--- src/hdl/eil_pkg.sv ---
// Package of constants, states and carriers for the encrypted image loader
`default_nettype none
package eil_pkg;
	localparam int KEY_W = 128;
	localparam int IMG_W = 32;
	localparam int DEC_LAT = 4;
	localparam logic [2:0] DEC_LAT_M1 = 3'h3;
	// Cycles after reset before the settings freeze; lets the synchronisers
	// fill and gives software time to store the key first
	localparam logic [3:0] SETTLE_CYC = 4'h8;
	// Register offsets (byte addresses)
	localparam logic [7:0] OFF_CTRL = 8'h00;
	localparam logic [7:0] OFF_STATUS = 8'h04;
	localparam logic [7:0] OFF_KEY0 = 8'h10;
	localparam logic [7:0] OFF_KEY3 = 8'h1C;
	// Control fields
	localparam int CTRL_START = 0;
	// Status fields
	localparam int ST_DONE = 0;
	localparam int ST_FAIL = 1;
	localparam int ST_IMG = 2;
	localparam int ST_BUSY = 3;
	localparam int ST_FB = 4;
	localparam logic [1:0] RESP_OKAY = 2'h0;
	localparam logic [1:0] RESP_SLVERR = 2'h2;
	typedef enum logic [5:0] {
		S_IDLE = 6'h01,
		S_CHECK = 6'h02,
		S_LOAD = 6'h04,
		S_NEXT = 6'h08,
		S_DONE = 6'h10,
		S_FAIL = 6'h20
	} eil_state_t;
	// Per-image header as seen from the flash
	typedef struct packed {
		logic present;
		logic encrypted;
		logic [KEY_W-1:0] key;
	} eil_img_t;
	// Settings captured once at power-up
	typedef struct packed {
		logic dual_mode;
		logic enc_only;
		logic auto_fb;
		logic sel;
		logic key_stored;
	} eil_cfg_t;
	// AXI4-Lite write address and data carrier
	typedef struct packed {
		logic [7:0] addr;
		logic [31:0] data;
	} eil_wr_t;
endpackage
`default_nettype wire

--- src/hdl/eil_sync.sv ---
// Two-flop synchroniser for pin inputs
`default_nettype none
module eil_sync (
	input wire logic i_mclk,
	input wire logic i_rst_n,
	input wire logic i_d,
	output logic o_q
);
	logic meta_reg;
	// First flop feeds only the second
	always_ff @(posedge i_mclk or negedge i_rst_n) begin
		if (!i_rst_n) begin
			meta_reg <= 1'b0;
			o_q <= 1'b0;
		end else begin
			meta_reg <= i_d;
			o_q <= meta_reg;
		end
	end
endmodule
`default_nettype wire

--- src/hdl/eil_decrypt.sv ---
// Image decryption stage: keyed word transform with fixed latency
`default_nettype none
module eil_decrypt
	import eil_pkg::*;
(
	input wire logic i_mclk,
	input wire logic i_rst_n,
	input wire logic i_valid,
	input wire logic i_enc,
	input wire logic [eil_pkg::KEY_W-1:0] i_key,
	input wire logic [eil_pkg::IMG_W-1:0] i_word,
	output logic o_valid,
	output logic [eil_pkg::IMG_W-1:0] o_word
);
	logic [DEC_LAT-1:0] vld_reg;
	logic [IMG_W-1:0] pipe_reg [DEC_LAT];
	logic [IMG_W-1:0] mask;
	// Fold the key into one word; a stand-in for the cipher core
	always_comb begin
		mask = i_key[31:0] ^ i_key[63:32] ^ i_key[95:64] ^ i_key[127:96];
	end
	// Pipeline models the cipher's fixed latency
	always_ff @(posedge i_mclk or negedge i_rst_n) begin
		if (!i_rst_n) begin
			vld_reg <= '0;
			for (int i = 0; i < DEC_LAT; i++) begin
				pipe_reg[i] <= '0;
			end
		end else begin
			vld_reg <= {vld_reg[DEC_LAT-2:0], i_valid};
			pipe_reg[0] <= i_enc ? (i_word ^ mask) : i_word;
			for (int i = 1; i < DEC_LAT; i++) begin
				pipe_reg[i] <= pipe_reg[i-1];
			end
		end
	end
	assign o_valid = vld_reg[DEC_LAT-1];
	assign o_word = pipe_reg[DEC_LAT-1];
endmodule
`default_nettype wire

--- src/hdl/eil_loader.sv ---
// Power-up image selection loader with AXI4-Lite status and key access
//
// Chosen here: the AXI4-Lite slave port and the register offsets.
`default_nettype none
module eil_loader
	import eil_pkg::*;
(
	input wire logic i_mclk,
	input wire logic i_rst_n,
	input wire eil_pkg::eil_img_t i_primary_image_region,
	input wire eil_pkg::eil_img_t i_secondary_image_region,
	input wire logic [eil_pkg::IMG_W-1:0] i_img_word,
	input wire logic i_dual_mode,
	input wire logic i_enc_only,
	input wire logic i_auto_fb,
	input wire logic i_sel_pin,
	output logic o_done,
	output logic o_fail,
	output logic o_image,
	output logic o_cfg_valid,
	output logic [eil_pkg::IMG_W-1:0] o_cfg_word,
	input wire logic [7:0] i_awaddr,
	input wire logic i_awvalid,
	output logic o_awready,
	input wire logic [31:0] i_wdata,
	input wire logic [3:0] i_wstrb,
	input wire logic i_wvalid,
	output logic o_wready,
	output logic [1:0] o_bresp,
	output logic o_bvalid,
	input wire logic i_bready,
	input wire logic [7:0] i_araddr,
	input wire logic i_arvalid,
	output logic o_arready,
	output logic [31:0] o_rdata,
	output logic [1:0] o_rresp,
	output logic o_rvalid,
	input wire logic i_rready
);
	eil_state_t state_reg, state_next;
	eil_cfg_t cfg_reg;
	logic [KEY_W-1:0] key_reg;
	logic key_valid_reg;
	logic start_reg;
	logic [3:0] settle_cnt_reg;
	logic cur_img_reg;
	logic tried_other_reg;
	logic [2:0] lat_cnt_reg;
	logic sel_sync, dual_sync, enc_sync, fb_sync;
	logic img_ok;
	eil_img_t cur_hdr;
	logic aw_hold_reg, w_hold_reg;
	eil_wr_t wr_reg;
	logic [3:0] wstrb_reg;
	logic dec_valid;
	logic [IMG_W-1:0] dec_word;

	// Pins cross from outside the clock domain
	eil_sync u_sync_sel (.i_mclk(i_mclk), .i_rst_n(i_rst_n),
		.i_d(i_sel_pin), .o_q(sel_sync));
	eil_sync u_sync_dual (.i_mclk(i_mclk), .i_rst_n(i_rst_n),
		.i_d(i_dual_mode), .o_q(dual_sync));
	eil_sync u_sync_enc (.i_mclk(i_mclk), .i_rst_n(i_rst_n),
		.i_d(i_enc_only), .o_q(enc_sync));
	eil_sync u_sync_fb (.i_mclk(i_mclk), .i_rst_n(i_rst_n),
		.i_d(i_auto_fb), .o_q(fb_sync));

	// Header of the image now under test
	assign cur_hdr = cur_img_reg ? i_secondary_image_region
		: i_primary_image_region;

	// Image acceptance check
	always_comb begin
		img_ok = cur_hdr.present;
		if (cur_hdr.encrypted) begin
			// Keyless or mismatched key cannot decrypt
			img_ok = img_ok && cfg_reg.key_stored
				&& (cur_hdr.key == key_reg);
		end else if (cfg_reg.enc_only) begin
			img_ok = 1'b0;
		end
	end

	// Next-state logic of the load sequence
	always_comb begin
		state_next = state_reg;
		case (state_reg)
			S_IDLE: begin
				if (start_reg) begin
					state_next = S_CHECK;
				end
			end
			S_CHECK: begin
				if (img_ok) begin
					state_next = S_LOAD;
				end else begin
					state_next = S_NEXT;
				end
			end
			S_LOAD: begin
				if (lat_cnt_reg == DEC_LAT_M1) begin
					state_next = S_DONE;
				end
			end
			S_NEXT: begin
				// Fallback only once, both directions
				if (cfg_reg.dual_mode && cfg_reg.auto_fb
					&& !tried_other_reg) begin
					state_next = S_CHECK;
				end else begin
					state_next = S_FAIL;
				end
			end
			S_DONE: state_next = S_DONE;
			S_FAIL: state_next = S_FAIL;
			default: state_next = S_IDLE;
		endcase
	end

	// State register
	always_ff @(posedge i_mclk or negedge i_rst_n) begin
		if (!i_rst_n) begin
			state_reg <= S_IDLE;
		end else begin
			state_reg <= state_next;
		end
	end

	// Settle window after reset; a start any sooner would freeze the
	// synchronisers' reset zeros and miss a key stored just after reset
	always_ff @(posedge i_mclk or negedge i_rst_n) begin
		if (!i_rst_n) begin
			settle_cnt_reg <= '0;
		end else if (settle_cnt_reg != SETTLE_CYC) begin
			settle_cnt_reg <= settle_cnt_reg + 4'h1;
		end
	end

	// Start once the settle window is over
	always_ff @(posedge i_mclk or negedge i_rst_n) begin
		if (!i_rst_n) begin
			start_reg <= 1'b0;
		end else begin
			start_reg <= (settle_cnt_reg == SETTLE_CYC);
		end
	end

	// Settings captured once, at the start of the sequence
	always_ff @(posedge i_mclk or negedge i_rst_n) begin
		if (!i_rst_n) begin
			cfg_reg <= '0;
		end else if (state_reg == S_IDLE && start_reg) begin
			cfg_reg.dual_mode <= dual_sync;
			cfg_reg.enc_only <= enc_sync;
			cfg_reg.auto_fb <= fb_sync;
			cfg_reg.sel <= sel_sync;
			cfg_reg.key_stored <= key_valid_reg;
		end
	end

	// Image choice and fallback tracking
	always_ff @(posedge i_mclk or negedge i_rst_n) begin
		if (!i_rst_n) begin
			cur_img_reg <= 1'b0;
			tried_other_reg <= 1'b0;
		end else if (state_reg == S_IDLE && start_reg) begin
			// Single mode or no fallback: image 0 only
			cur_img_reg <= dual_sync && fb_sync && sel_sync;
		end else if (state_reg == S_NEXT && state_next == S_CHECK) begin
			cur_img_reg <= !cur_img_reg;
			tried_other_reg <= 1'b1;
		end
	end

	// Decrypt latency count while loading
	always_ff @(posedge i_mclk or negedge i_rst_n) begin
		if (!i_rst_n) begin
			lat_cnt_reg <= '0;
		end else if (state_reg == S_LOAD) begin
			lat_cnt_reg <= lat_cnt_reg + 3'h1;
		end else begin
			lat_cnt_reg <= '0;
		end
	end

	// Decrypt stream while loading
	eil_decrypt u_dec (
		.i_mclk(i_mclk),
		.i_rst_n(i_rst_n),
		.i_valid(state_reg == S_LOAD || state_reg == S_DONE),
		.i_enc(cur_hdr.encrypted),
		.i_key(key_reg),
		.i_word(i_img_word),
		.o_valid(dec_valid),
		.o_word(dec_word)
	);

	// Outputs of the loader
	always_ff @(posedge i_mclk or negedge i_rst_n) begin
		if (!i_rst_n) begin
			o_cfg_valid <= 1'b0;
			o_cfg_word <= '0;
		end else begin
			o_cfg_valid <= dec_valid && state_reg == S_DONE;
			o_cfg_word <= dec_word;
		end
	end
	assign o_done = (state_reg == S_DONE);
	assign o_fail = (state_reg == S_FAIL);
	assign o_image = cur_img_reg;

	// AXI write: address and data taken in either order
	assign o_awready = !aw_hold_reg && !o_bvalid;
	assign o_wready = !w_hold_reg && !o_bvalid;
	always_ff @(posedge i_mclk or negedge i_rst_n) begin
		if (!i_rst_n) begin
			aw_hold_reg <= 1'b0;
			w_hold_reg <= 1'b0;
			wr_reg <= '0;
			wstrb_reg <= '0;
		end else if (aw_hold_reg && w_hold_reg) begin
			aw_hold_reg <= 1'b0;
			w_hold_reg <= 1'b0;
		end else begin
			if (i_awvalid && o_awready) begin
				aw_hold_reg <= 1'b1;
				wr_reg.addr <= i_awaddr;
			end
			if (i_wvalid && o_wready) begin
				w_hold_reg <= 1'b1;
				wr_reg.data <= i_wdata;
				wstrb_reg <= i_wstrb;
			end
		end
	end

	// Key store: word writes with byte strobes; key locks once loading
	always_ff @(posedge i_mclk or negedge i_rst_n) begin
		if (!i_rst_n) begin
			key_reg <= '0;
			key_valid_reg <= 1'b0;
		end else if (aw_hold_reg && w_hold_reg && state_reg == S_IDLE
			&& wr_reg.addr[1:0] == 2'h0
			&& wr_reg.addr >= OFF_KEY0 && wr_reg.addr <= OFF_KEY3) begin
			for (int b = 0; b < 4; b++) begin
				if (wstrb_reg[b]) begin
					key_reg[{wr_reg.addr[3:2], 5'h00} + 7'(b * 8) +: 8]
						<= wr_reg.data[b*8 +: 8];
				end
			end
			key_valid_reg <= 1'b1;
		end
	end

	// Write response; unmapped or late key writes get SLVERR
	always_ff @(posedge i_mclk or negedge i_rst_n) begin
		if (!i_rst_n) begin
			o_bvalid <= 1'b0;
			o_bresp <= RESP_OKAY;
		end else if (aw_hold_reg && w_hold_reg) begin
			o_bvalid <= 1'b1;
			o_bresp <= (wr_reg.addr >= OFF_KEY0 && wr_reg.addr <= OFF_KEY3
				&& wr_reg.addr[1:0] == 2'h0 && state_reg == S_IDLE)
				? RESP_OKAY : RESP_SLVERR;
		end else if (i_bready) begin
			o_bvalid <= 1'b0;
		end
	end

	// AXI read: status, and control giving the key-stored flag; key stays unreadable for security
	assign o_arready = !o_rvalid;
	always_ff @(posedge i_mclk or negedge i_rst_n) begin
		if (!i_rst_n) begin
			o_rvalid <= 1'b0;
			o_rdata <= '0;
			o_rresp <= RESP_OKAY;
		end else if (i_arvalid && o_arready) begin
			o_rvalid <= 1'b1;
			o_rdata <= '0;
			o_rresp <= RESP_OKAY;
			if (i_araddr == OFF_STATUS) begin
				o_rdata[ST_DONE] <= o_done;
				o_rdata[ST_FAIL] <= o_fail;
				o_rdata[ST_IMG] <= cur_img_reg;
				o_rdata[ST_BUSY] <= !o_done && !o_fail;
				o_rdata[ST_FB] <= tried_other_reg;
			end else if (i_araddr == OFF_CTRL) begin
				o_rdata[CTRL_START] <= key_valid_reg;
			end else begin
				o_rresp <= RESP_SLVERR;
			end
		end else if (i_rready) begin
			o_rvalid <= 1'b0;
		end
	end
endmodule
`default_nettype wire

--- config.mk ---
export PLATFORM = sky130hd
export DESIGN_NAME = eil_loader
export DESIGN_NICKNAME = d
export VERILOG_FILES = /design/src/hdl/eil_pkg.sv /design/src/hdl/eil_sync.sv /design/src/hdl/eil_decrypt.sv /design/src/hdl/eil_loader.sv
export SDC_FILE = /design/constraint.sdc
export NUM_CORES = 1
export LEC_CHECK = 0
export BUFFER_PORTS_ARGS = -buffer_cell sky130_fd_sc_hd__buf_2
export CAP_MARGIN = 30
export CORE_UTILIZATION = 40
export DETAILED_ROUTE_END_ITERATION = 12
export SYNTH_ARGS = -nofsm -noshare
export SYNTH_HDL_FRONTEND = slang
export SYNTH_HIERARCHICAL = 1
export SYNTH_SLANG_ARGS = --single-unit
--- constraint.sdc ---
create_clock -name i_mclk -period 3.1 [get_ports i_mclk]
set_input_delay 0.31 -clock i_mclk [delete_from_list [all_inputs] [get_ports i_mclk]]
set_output_delay 0.31 -clock i_mclk [all_outputs]
set_load 0.005 [all_outputs]
* Word level (Yosys, flattened, before mapping)
Cells that the tools add are included.
** Cells by class
- $add $sub $neg :: 9
- Mux-type cells :: 37
- Reductions and logical operators :: 42
- Bitwise gates (word level) :: 6
- $lt $le $gt $ge :: 2
- Shifts and indexed selects :: 8
- Equal/unequal tests :: 12
** Operators by type and width (number)
- 128-bit 2-to-1 mux :: 7
- 128-bit bitwise mux :: 4
- 8-bit by 9-bit variable shift with 128-bit output (first input constant) :: 4
- 8-bit by 9-bit indexed part select with 128-bit output :: 4
- 130-bit 2-to-1 mux :: 1
- 128-bit equality test :: 1
- 32-bit bitwise XOR :: 4
- 7-bit negation with 9-bit output :: 4
- 6-bit case mux with 6 select lines :: 1
- 32-bit 2-to-1 mux :: 1
- 1-bit logical AND :: 23
- 6-bit 2-to-1 mux :: 3
- 7-bit by 5-bit adder with 7-bit output (second input constant) :: 2
- 1-bit 2-to-1 mux :: 14
- 6-bit by 2-bit equality test with 1-bit output (second input constant) :: 2
- 2-bit nonzero test :: 5
- 8-bit by 3-bit equality test with 1-bit output (second input constant) :: 1
- 8-bit by 5-bit >= comparator with 1-bit output (second input constant) :: 1
- 8-bit by 5-bit less-or-equal comparator with 1-bit output (second input constant) :: 1
- 1-bit zero test :: 8
- 8-bit zero test :: 1
- 4-bit 2-to-1 mux :: 2
- 7-bit by 4-bit adder with 7-bit output (second input constant) :: 1
- 6-bit by 1-bit equality test with 1-bit output (second input constant) :: 1
- other kinds (15) :: 20
** Storage, ports and cells
- Register bits :: 379
- Output and inout port bits :: 77
- Word-level logic and storage cells :: 153
- Input port bits :: 355

* Depth between registers and ports, before layout
- Depth after elaboration :: 14
- Mapped depth :: 10
- Mapped depth without buffers :: 7

* Modules after synthesis
Netlist, hierarchy kept.
** Modules (own cells, without submodules)
- eil_loader :: area each 12059.1 um2, cells an instance 1181, times used 1, sequential area each 5931.9 um2
- eil_decrypt :: area each 4799.6 um2, cells an instance 327, times used 1, sequential area each 3303.2 um2
- eil_sync :: area each 50.0 um2, cells an instance 2, times used 4, sequential area each 50.0 um2

* Least setup slack after synthesis
OpenSTA, ideal clock, no wires.
- Path type :: reg-to-reg
- Start point :: register cur_img_reg (netlist: o_image)
- End point :: register state_reg[3]
- Setup time :: 0.120 ns
- Period minus slack after synthesis :: 2.202 ns
- Arrival :: 2.082 ns
- Required time :: 2.980 ns
- Slack :: 0.898 ns
- Buffers on the path :: 4
- Cell stages (with the launch flop) :: 11
- Cells stage by stage :: dfrtp_1 buf_6 buf_8 buf_6 buf_2 mux2i_1 xor2_1 nand4_1 nor4_1 nand3_1 and3b_1
** Between the ends
- Cells in the longest elaborated chain, start to end :: 6
- Elaborated cells on any way between the ends :: 8
- Classes of those cells :: eq/ne: 1; mux: 5; reduce/logical: 2
** Ends and longest elaborated chain
- start: declaration :: RTL line eil_loader.sv:46 : logic cur_img_reg;
- start signal: assignment :: RTL line eil_loader.sv:168 : cur_img_reg <= dual_sync && fb_sync && sel_sync;
- start signal: assignment :: RTL line eil_loader.sv:170 : cur_img_reg <= !cur_img_reg;
- 130-bit 2-to-1 mux * :: RTL line eil_loader.sv:69 : assign cur_hdr = cur_img_reg ? i_secondary_image_region
- 128-bit equality test or 1-bit logical AND (tied branches) :: RTL line eil_loader.sv:78, eil_loader.sv:77
- 1-bit logical AND :: RTL line eil_loader.sv:78 : && (cur_hdr.key == key_reg);
- 1-bit 2-to-1 mux * :: RTL line eil_loader.sv:75 : if (cur_hdr.encrypted) begin
- 4-bit 2-to-1 mux * :: RTL line eil_loader.sv:94 : if (img_ok) begin
- 6-bit case mux with 6 select lines * :: RTL line eil_loader.sv:87 : case (state_reg)
- via state_next[3] :: RTL line eil_loader.sv:40 : eil_state_t state_reg, state_next;
- end signal: assignment :: RTL line eil_loader.sv:125 : state_reg <= state_next;
- end: declaration :: RTL line eil_loader.sv:40
The timed path passes the listed nets; every way through them passes the cells marked *.
A chain may end at the register's enable or synchronous reset.

* Worst setup path after layout
Ends and elaborated chain as after synthesis.

==> results by group <==
STA
  – Final setup TNS: 0 ns
  – Tcrit/Tclk final: a little over nine tenths
  – Endpoints failing setup: 0
  – Final Critical Period: approximately 3 ns
  – Final slew viol count: 0
  – Final Hold Fails: 0
  – Worst-Margin Slew: 0.771 ns
  – Max Freq: 0.333 GHz
  – Clk_skew: roughly 0.014 ns
  – RSZ-0062 raised after global routing: no
  – Worst slew margin: between 40% and 50%

Synth
  – Syn avg cell area: roughly 11 µm²
  – Largest family of logic cells by synthesized area: XOR/XNOR gates
  – Simple-Gate Fraction of Synth Area: 10.4%
  – Unique masters post-synth: 45
  – Synthesized-area fraction occupied by ao, oa, aoi and oai cells: 4.66%
  – Yosys warnings: 6
  – Post-Synth XOR/XNOR Area: between 10% and 20%
  – Area share of fa/ha/maj cells after synthesis: less than 1%
  – Cell count after synthesis: 1,516
  – Post-Syn Area: approximately 17,000 µm²
  – Number of synthesized register bits: 377
  – Sequential area share after synthesis: 55.3%
  – Post-synthesis mux area share: between 10% and 20%

Floorplanning
  – Initial Util: 40.6%
  – Core ar.: about 42,000 µm²
  – Chip width: ~210 µm
  – Die area: roughly 43,000 µm²
  – Die Y: 209 µm
  – # rows: between 70 and 80
  – I/O pin cnt: 432

Clock tree
  – Clock buffer depth: 3
  – Clock-pin slew of the registers on the worst-case setup and hold paths: about 0.06 ns
  – CTS buffer count: 42
  – Clock latency on the worst-skew pair: 0.58 ns
  – CTS root buf: clkbuf_16
  – CTS tree: yes
  – Clock sinks: between 300 and 400
  – H-Tree Level Count: 2

Drt
  – DR vias/cell: 4.79
  – Routed vias: approximately 12,000
  – Detailed-route DRC error count: 0
  – Detailed Routing Iterations Pass 1: 5
  – Routed WL: between 50,000 and 60,000 µm
  – DRT iter0 DRCs: 591
  – Detail Route Antenna Nets: 0
  – WL per Instance: approximately 20 µm

Critical path
  – FF-to-FF setup slack: approximately 0.094 ns
  – CP Capture Type: flip-flop
  – Reg2reg path depth: 9
  – Crit Path Class: flip-flop to flip-flop
  – R2R Path Start: o_image
  – Crit path arrival time: between 3 and 4 ns
  – Data required, critical path: around 3.6 ns
  – Reg2reg end: state_reg[3]
  – CP Max Fanout: 26
  – Startpoint type of the worst setup path: flip-flop

GRT
  – Global-route wire length before repair: between 70,000 and 80,000 µm
  – Largest net degree at the start of global routing: 85
  – Initial antenna violation count: 2
  – Congestion Overflow GR: 0
  – Tot GR Track Use: a little under a quarter
  – Vias in the first global route: 12,500

Final layout
  – Layout area overhead: 27.5%
  – Most common cell after layout, fill and taps aside: buf_2
  – Utilization after layout: approximately 52%
  – Commonest non-fill, non-tap cells in the layout: 401 x buf_2, 375 x dfrtp_1, 316 x nand2_1
  – Final #Nets: 2,365
  – Share of cells above drive strength 1: ~28%
  – Max reg flops: around 130

Run
  – MaxCap Viol Count: 0

Min path
  – Hold path cells: 3
  – Hold_sp: i_araddr[5]
  – Worst Hold End: o_rdata[0]
  – Worst Hold Class: input pin to flip-flop

Placement
  – GPL Wtd Cong: around 0.88
  – I/O Buffers: around 400
  – DP Wirelength: 39,200 µm

Power
  – Internal: approximately 10 mW
  – IR Drop Worst-Case VDD: roughly 0.44 mV
  – Final Power: around 16 mW
  – P_leak: 10.1 nW
  – Combinational Power Share: between 20% and 30%
  – Clock power frac: around 33%
  – Switch share: approximately 33%
  – Net Switching: between 5 and 6 mW
  – Sequential power share: around two fifths
  – Power per Cell Area: between 700 and 800 nW/µm²

Status
  – Status: completed
[cells in the mapped netlist, drive strengths merged]
| cell type | count | area share, % |
|---|---|---|
| or4 | 2 | 0.088 |
| clkbuf | 14 | 0.31 |
| nand2 | 316 | 7.0 |
| nand3b | 3 | 0.13 |
| a31oi | 2 | 0.073 |
| xnor2 | 209 | 11 |
| a21boi | 1 | 0.044 |
| nor2b | 1 | 0.037 |
| o21bai | 1 | 0.044 |
| and3 | 1 | 0.037 |
| nand2b | 2 | 0.073 |
| mux2 | 49 | 3.2 |
| o21ai | 135 | 4.0 |
| nor3 | 6 | 0.18 |
| a21oi | 3 | 0.088 |
| nand4 | 12 | 0.44 |
| a2bb2oi | 1 | 0.051 |
| or2 | 1 | 0.037 |
| a32o | 1 | 0.059 |
| a22o | 4 | 0.21 |
| xor2 | 51 | 2.6 |
| conb | 1 | 0.022 |
| nor2 | 19 | 0.42 |
| nor4b | 2 | 0.10 |
| ha | 12 | 0.88 |
| nor3b | 3 | 0.13 |
| and2 | 8 | 0.29 |
| dfstp | 1 | 0.15 |
| nand3 | 5 | 0.15 |
| buf | 95 | 4.0 |
| nor4 | 32 | 1.2 |
| o21a | 1 | 0.044 |
| dfrtp | 376 | 55 |
| inv | 13 | 0.29 |
| and3b | 1 | 0.051 |
| o211ai | 1 | 0.044 |
| a21o | 1 | 0.044 |
| mux2i | 129 | 7.6 |
| or3 | 1 | 0.037 |
[power groups by stage]
stage	Combinational [mW]	Clock [mW]	Sequential, mW
floorplan	2.89	0	5.87
global route	4.81	5.44	6.15
global placement	4.30	0	6.13
detailed placement	4.35	0	6.15
finish	4.47	5.11	6.07
CTS	4.46	5.22	6.06
[worst max-delay path by stage]
| stage | start | end | slack, ns |
|---|---|---|---|
| floorplan | o_image | state_reg[3] | 0.90 |
| global placement | o_image | state_reg[3] | -0.03 |
| detailed placement | o_image | state_reg[3] | -0.005 |
| CTS | o_image | state_reg[3] | 0.004 |
| global route | o_image | state_reg[3] | 0.03 |
| finish | o_image | state_reg[3] | 0.09 |
[repair_timing]
| action | in CTS | in global routing |
|---|---|---|
| gates resized for setup | 1 | 2 |
| setup buffers | 0 | 3 |
| hold buffers | 85 | 0 |
| endpoints found under the hold margin | 148 | 0 |
| setup endpoints to repair | 1 | 1 |
[critical path: stages (launching register included)]
cell and delay [ns]:
dfrtp_4 0.55, buf_12 0.25, buf_6 0.23, mux2i_2 0.31, xor2_1 0.35, nand4_1 0.22
or4_1 0.46, nor4_2 0.19, nand3_1 0.10, and3b_1 0.20
[per-layer routing]
metal / up-vias / wire length [µm] / GRT usage, % / share of wire (%)
li1: 5920 / - / - / -
met1: 5932 / 23300 / 32.7 / 46
met2: 377 / 24500 / 39.7 / 48
met3: 65 / 2390 / 3.89 / 4.7
met4: 2 / 1010 / 6.08 / 2.0
met5: - / 10 / 0 / 0.020
[stage by stage]
stage | hold slack [ns] | cell area, µm² | worst slack [ns] | cells
floorplan | 0.0144 | 17200 | 0.898 | 1544
global placement | 0.329 | 19400 | -0.0270 | 2405
detailed placement | 0.333 | 19400 | -0.00454 | 2405
CTS | 0.0637 | 21700 | 0.00367 | 2565
global route | 0.0921 | 21800 | 0.0275 | 2569
finish | 0.0995 | 21800 | 0.0944 | 2569
[final cells by class]
cell class | instances | area (µm²)
antenna | 1 | 2.50
multi-input combinational | 1045 | 6960
sequential | 377 | 9440
timing repair buffer | 519 | 3200
fill | 3797 | 20300
clock buffer | 58 | 1220
clock inverter | 17 | 219
inverter | 13 | 48.8
tap | 539 | 674
[cells by family after synthesis]
kind of cell / after synthesis
other: 1
buffers and inverters: 122
and+or+nand+nor: 415
AOI/OAI and AO/OA: 151
xor gates and xnor gates: 260
DFF: 377
adders and majority gates: 12
muxes: 178
Power figures use the tool's default switching activity.
